$ cat src/line_panel_pkg.sv
// Constants and types for the line inhibit panel logic.
// Assumes a single core clock; switches arrive asynchronously from the panel.
// Behaviour
// - Single-line input disable down: receive half idle, commands answered with exception.
// - Single-line output disable down: transmit half idle, commands answered with exception.
// - Offline switch down: whole subsystem offline, every channel poll ignored.
// - Multi-line: each half has its own inhibit; inhibited half moves nothing, answers exception.
// - Activity lamp lit exactly while its half is moving data.
// - Terminals served by fixed priority, rightmost (highest index) highest.
// - Within a terminal, input half outranks output half.
// - Half-duplex terminal never shows both lamps of its pair lit.
// - Dialing adapter has no inhibit; idle whenever lowest-priority output half is inhibited.
// - Four-line variant: eight inhibit switches, nine activity lamps.
// - Sixteen-line variant: 32 halves, four dialing adapters, 36 lamps, 32 switches.
package line_panel_pkg;
	localparam int LINES_FOUR       = 4;
	localparam int LINES_SIXTEEN    = 16;
	localparam int HALVES_PER_LINE  = 2;
	localparam int LINES_PER_DIALER = 4;
	localparam int SYNC_STAGES      = 3;
	localparam int HALF_IN          = 0;
	localparam int HALF_OUT         = 1;
	localparam logic [7:0] STATUS_OK        = 8'h00;
	localparam int         EXCEPTION_BIT    = 0;
	typedef enum logic [1:0] {
		HALF_IDLE,
		HALF_CMD,
		HALF_XFER
	} half_state_e;
endpackage

$ cat src/line_logic_inhibit_panel.sv
// Gating of line terminal halves by operator switches, with activity lamps.
// Assumes each half raises xfer_req while it has a character to move and a
// per-half command strobe; grant lasts one cycle per character.
`timescale 1ns/100ps
`default_nettype none
module line_logic_inhibit_panel
	import line_panel_pkg::*;
#(
	parameter int LINES = LINES_FOUR,
	parameter int HALVES = LINES * HALVES_PER_LINE,
	parameter int DIALERS = (LINES + LINES_PER_DIALER - 1) / LINES_PER_DIALER
) (
	input  wire logic              core_clk,
	input  wire logic              rst,
	input  wire logic              offline_sw_n,
	input  wire logic [HALVES-1:0] enable_sw,
	input  wire logic [LINES-1:0]  half_duplex,
	input  wire logic [HALVES-1:0] xfer_req,
	input  wire logic [HALVES-1:0] xfer_done,
	input  wire logic [HALVES-1:0] cmd_valid,
	input  wire logic              poll,
	input  wire logic [DIALERS-1:0] dial_req,
	output var  logic [HALVES-1:0] xfer_grant,
	output var  logic [HALVES-1:0] activity_lamp,
	output var  logic [DIALERS-1:0] dial_lamp,
	output var  logic [DIALERS-1:0] dial_enable,
	output var  logic [HALVES-1:0] status_valid,
	output var  logic [7:0]        status_byte,
	output var  logic              poll_ack,
	output var  logic              online
);
	logic [HALVES-1:0] en_sync;
	logic              online_sync;
	logic [HALVES-1:0] en_r;
	logic              online_r;
	logic [HALVES-1:0] busy_r;
	logic [HALVES-1:0] eligible;
	logic [HALVES-1:0] grant_nxt;
	logic              any_busy;

	// Slots of the highest-priority line, used by the pairwise checks
	localparam int TOP_IN  = HALVES - HALVES_PER_LINE + HALF_IN;
	localparam int TOP_OUT = HALVES - HALVES_PER_LINE + HALF_OUT;

	for (genvar h = 0; h < HALVES; h++) begin : g_sync
		switch_sync u_sync (
			.core_clk (core_clk),
			.rst      (rst),
			.sw_in    (enable_sw[h]),
			.sw_out   (en_sync[h])
		);
	end
	switch_sync u_offline (
		.core_clk (core_clk),
		.rst      (rst),
		.sw_in    (offline_sw_n),
		.sw_out   (online_sync)
	);

	assign any_busy = |busy_r;

	// A half may start only if enabled, online, and its half-duplex partner is idle
	always_comb begin
		eligible = '0;
		for (int h = 0; h < HALVES; h++) begin
			eligible[h] = xfer_req[h] && en_r[h] && online_r && !busy_r[h] &&
				!(half_duplex[h/HALVES_PER_LINE] && busy_r[h ^ 1]);
		end
	end

	// Later lines overwrite earlier ones, so the highest line wins; within a line
	// the else-if lets the input half outrank the output half
	always_comb begin
		grant_nxt = '0;
		for (int l = 0; l < LINES; l++) begin
			if (eligible[HALVES_PER_LINE*l + HALF_IN]) begin
				grant_nxt = '0;
				grant_nxt[HALVES_PER_LINE*l + HALF_IN] = 1'b1;
			end else if (eligible[HALVES_PER_LINE*l + HALF_OUT]) begin
				grant_nxt = '0;
				grant_nxt[HALVES_PER_LINE*l + HALF_OUT] = 1'b1;
			end
		end
	end

	// Switch state latched only when no half is mid-character
	always_ff @(posedge core_clk or posedge rst) begin
		if (rst) begin
			en_r     <= '0;
			online_r <= 1'b0;
		end else if (!any_busy && !(|cmd_valid)) begin
			en_r     <= en_sync;
			online_r <= online_sync;
		end
	end

	always_ff @(posedge core_clk or posedge rst) begin
		if (rst) begin
			busy_r        <= '0;
			xfer_grant    <= '0;
			activity_lamp <= '0;
		end else begin
			busy_r        <= (busy_r & ~xfer_done) | grant_nxt;
			xfer_grant    <= grant_nxt;
			activity_lamp <= (busy_r & ~xfer_done) | grant_nxt;
		end
	end

	// Each dialer rides on the lowest-priority output half of its group
	always_ff @(posedge core_clk or posedge rst) begin
		if (rst) begin
			dial_enable <= '0;
			dial_lamp   <= '0;
		end else begin
			for (int d = 0; d < DIALERS; d++) begin
				dial_enable[d] <= en_r[HALVES_PER_LINE*LINES_PER_DIALER*d + HALF_OUT]
					&& online_r;
				dial_lamp[d]   <= dial_req[d] && online_r
					&& en_r[HALVES_PER_LINE*LINES_PER_DIALER*d + HALF_OUT];
			end
		end
	end

	// Commands always answered while online; inhibited halves flag exception
	always_ff @(posedge core_clk or posedge rst) begin
		if (rst) begin
			status_valid <= '0;
			status_byte  <= STATUS_OK;
			poll_ack     <= 1'b0;
			online       <= 1'b0;
		end else begin
			status_valid <= cmd_valid & {HALVES{online_r}};
			status_byte  <= STATUS_OK;
			for (int h = 0; h < HALVES; h++) begin
				if (cmd_valid[h] && !en_r[h])
					status_byte[EXCEPTION_BIT] <= 1'b1;
			end
			poll_ack <= poll && online_r;
			online   <= online_r;
		end
	end

	// Per-half checks: exception reply, lamp tracking and line priority
	for (genvar g = 0; g < HALVES; g++) begin : g_half_chk

	end

	// Half-duplex pairs, line by line; a duplex change under load is not covered
	for (genvar l = 0; l < LINES; l++) begin : g_line_chk

	end
endmodule
`default_nettype wire

$ cat src/switch_sync.sv
// Three-stage synchroniser for one panel switch.
// Assumes the switch is a slow level from outside the clock domain.
`timescale 1ns/100ps
`default_nettype none
module switch_sync
	import line_panel_pkg::*;
(
	input  wire logic core_clk,
	input  wire logic rst,
	input  wire logic sw_in,
	output var  logic sw_out
);
	logic [SYNC_STAGES-1:0] stage_r;

	// Change taken only once the second and third stages agree
	always_ff @(posedge core_clk or posedge rst) begin
		if (rst) begin
			stage_r <= '0;
			sw_out  <= 1'b0;
		end else begin
			stage_r <= {stage_r[SYNC_STAGES-2:0], sw_in};
			if (stage_r[SYNC_STAGES-1] == stage_r[SYNC_STAGES-2])
				sw_out <= stage_r[SYNC_STAGES-1];
		end
	end
endmodule
`default_nettype wire

$ cat config.mk
export PLATFORM = sky130hd
export DESIGN_NAME = line_logic_inhibit_panel
export DESIGN_NICKNAME = d
export VERILOG_FILES = /design/src/line_panel_pkg.sv /design/src/line_logic_inhibit_panel.sv /design/src/switch_sync.sv
export SDC_FILE = /design/constraint.sdc
export NUM_CORES = 1
export LEC_CHECK = 0
export ABC_AREA = 0
export BUFFER_PORTS_ARGS = -buffer_cell sky130_fd_sc_hd__buf_2
export CAP_MARGIN = 25
export CELL_PAD_IN_SITES_DETAIL_PLACEMENT = 2
export CELL_PAD_IN_SITES_GLOBAL_PLACEMENT = 2
export CORE_AREA = 2 2 86 88
export CTS_BUF_LIST = sky130_fd_sc_hd__clkbuf_4
export CTS_CLUSTER_DIAMETER = 80
export DETAILED_ROUTE_END_ITERATION = 8
export DIE_AREA = 0 0 88 90
export GPL_TIMING_DRIVEN = 0
export PLACE_DENSITY_LB_ADDON = 0.1
export SYNTH_ARGS = -nofsm -noshare
export SYNTH_HDL_FRONTEND = slang
export SYNTH_SLANG_ARGS = --single-unit
export TNS_END_PERCENT = 20
$ cat constraint.sdc
create_clock -name core_clk -period 3.4 [get_ports core_clk]
set_input_delay 0.51 -clock core_clk [delete_from_list [all_inputs] [get_ports core_clk]]
set_output_delay 0.51 -clock core_clk [all_outputs]
set_load 0.01 [all_outputs]
==> run summary <==
fin crit period -> 1.657 ns
Clock Skew -> 0.01372 ns
antenna violations before repair -> 0
Final Max Tran Viols -> 0
Power Internal -> 1.267 mW
Ports -> 77
area delta synth->final -> 25.84%
switch share -> 0.2313
Bufs on Longest Clock Path -> 2
CTS Sinks -> 74
PD cells -> 503.8 nW/um^2
layout cells sized above 1 -> 0.4157
First-pass DRT Iterations -> 4
synthesized area -> 2600 sq um
dominant cells by area after synthesis -> dfrtp_1 71%, mux2_2 3.9%, maj3_1 3.5%
post-synthesis cell count -> 176
Sum Neg Setup Slack -> 0 ns
PortBufs -> 69
Ant. Diodes -> 0
fin nets -> 304
clock power share -> 0.357
FILL cells -> 714
CTS H-Tree Depth -> 3
cts bufs inserted -> 9
area leader, netlist -> dfrtp_1
gpl congestion -> 0.8080
leakage power -> 1.709 nW
die height -> 90 um
number of max-cap violations -> 0
clk_lat worst skew -> 0.40 ns
gr usage total -> 0.1586
Root Buffer -> clkbuf_4
hold-fix buffers at CTS -> 0
CP Launch Type -> flip-flop
Post-Syn Area per Cell -> 14.77 sq um
Final ANT Viol Nets -> 0
largest net degree at the start of global routing -> 53
starting density of the core -> 0.3703
WL/cell -> 15.70 um
post-synthesis async set-or-reset flop share -> 1.000
required time worst endpoint -> 3.69 ns
critical path arrival -> 1.95 ns
drt first-iter violations -> 23
Comb power frac -> 0.068
Register Area -> 1852 sq um
core area -> 7020 sq um
FP Rows -> 31
CTS tree -> done
status -> finished clean
post-detailed-route via-to-cell ratio -> 4.587
Worst Hold Class -> input pin to async pin
FMAX -> 603.6 MHz
P_sw -> 381.2 uW
die area -> 7920 sq um
Sequential Power Share -> 0.575
top_reg_cell synth -> dfrtp_1
Netlist cell types -> 27
Synth top area share -> 0.7122
WL final -> 5.746 mm
CP max FO -> 9
Crit. End Element -> flip-flop
CTS clk-pin slew, worst paths -> 0.11 ns
first-pass GRT wire length -> 9.411 mm
post-CTS sizing -> 0
Seq cells post-synth -> 74
postcts setup bufs -> 0
Overflow after GRT -> 0
multi-input logic area -> 645.6 sq um
count of final setup violators -> 0
VDD IR max -> 0.0002880 V
vias in the first global route -> 1866
critical path class -> flip-flop to flip-flop
Die W -> 88 um
via count -> 1679
fin crit share -> 0.4873
Post-synth EDFFs -> 0
sequential-to-total area share from yosys stat -> 0.7122
Fin. Hold Viols -> 0
Pwr Total -> 1.648 mW
yosys warns -> 0
# DRC -> 0
dpl hpwl -> 4.265 mm
unrepaired setup endpoints after global routing -> false
==> final cells by class <==
type | count | area share
clock buffer | 9 | 0.02065
timing repair buffer | 70 | 0.1140
tap | 99 | 0.03786
multi-input combinational | 82 | 0.1973
inverter | 17 | 0.02027
clock inverter | 6 | 0.02524
sequential | 74 | 0.5660
buffer | 9 | 0.01874
==> Yosys cell counts, drive strengths merged (2+ instances only) <==
| master | n |
|---|---|
| dfrtp | 74 |
| inv | 17 |
| and2 | 10 |
| maj3 | 9 |
| mux2 | 9 |
| a21o | 8 |
| buf | 8 |
| nand4b | 8 |
| o22ai | 8 |
| nor2 | 4 |
| nor4 | 4 |
| nand2 | 3 |
| nand4 | 2 |
| nor3 | 2 |
| o32ai | 2 |
==> path summary, 6_finish.rpt <==
kind,from,cells past startpoint,end,slack [ns]
max,busy_r[6],3,en_r[7],1.74
min,rst,2,en_r[1],0.06
max reg2reg,busy_r[6],3,en_r[7],1.74
min reg2reg,g_sync[7].u_sync.stage_r[0],0,g_sync[7].u_sync.stage_r[1],0.36
max in group asynchronous,rst,3,xfer_grant[6],2.80
min in group core_clk,enable_sw[2],1,g_sync[2].u_sync.stage_r[0],0.20
==> power groups by stage <==
stage	sequential, mW	combinational [mW]	clock (mW)
after CTS	0.949	0.115	0.614
after global routing	0.954	0.126	0.650
after global placement	0.963	0.106	0
after floorplan	0.960	0.0568	0
after detailed placement	0.966	0.113	0
final	0.947	0.112	0.589
==> stage by stage <==
step | setup slack, ns | hold WS, ns | utilization | cells | cell area (sq um)
2_1_floorplan | 1.008 | 0.3312 | - | 182 | 2623
3_3_place_gp | 0.1235 | 0.3324 | 0.4404 | 350 | 3092
3_5_place_dp | 1.534 | 0.3372 | 0.4447 | 351 | 3122
4_1_cts | 1.726 | 0.03869 | 0.4660 | 366 | 3272
5_1_grt | 1.665 | 0.04393 | 0.4660 | 366 | 3272
6_report | 1.743 | 0.06078 | 0.4660 | 366 | 3272
==> state kept, by name (all words and copies together) (netlist names) <==
| register | cells |
|---|---|
| online | 1 |
| dial_lamp | 1 |
| en_r | 8 |
| u_offline.stage_r | 3 |
| g_sync.u_sync.sw_out | 8 |
| xfer_grant | 8 |
| dial_enable | 1 |
| poll_ack | 1 |
| online_r | 1 |
| status_byte | 1 |
| status_valid | 8 |
| u_offline.sw_out | 1 |
| busy_r | 8 |
| g_sync.u_sync.stage_r | 24 |
==> cells by family after synthesis <==
logic type      Yosys count  share of synthesized area
flops                    74                     0.7122
simple gates             38                     0.1112
buf+inv                  26                    0.04812
compound gates           19                    0.05342
mux                       9                    0.03898
fa+ha+maj                 9                    0.03465
other cells               1                   0.001442
==> routing by layer <==
metal	track usage	up-vias	part of all wire
li1	-	768	-
met1	0.1958	847	0.44
met2	0.2519	51	0.49
met3	0.04775	13	0.046
met4	0.07436	0	0.025
met5	0	-	0
==> cells in the final DEF, fill, tap and decap left out, types with 3 or more instances in the layout <==
master    netlist  layout
nor2_1          4       4
buf_4           7       7
clkbuf_4        0       9
buf_2           1      70
inv_1          17      16
maj3_1          9       9
a21o_1          6       6
o22ai_1         8       8
nand4b_1        7       7
nor4_2          4       4
mux2_2          9       9
conb_1          1       7
and2_1         10      10
dfrtp_1        74      74
nand2_1         3       3
==> critical path, cell delays in order (launching register included) <==
cell     delay (ns)
dfrtp_1        0.47
nor4_2         0.35
nand4_2        0.34
mux2_2         0.39
Note: power is estimated with default switching activity, not from simulation.
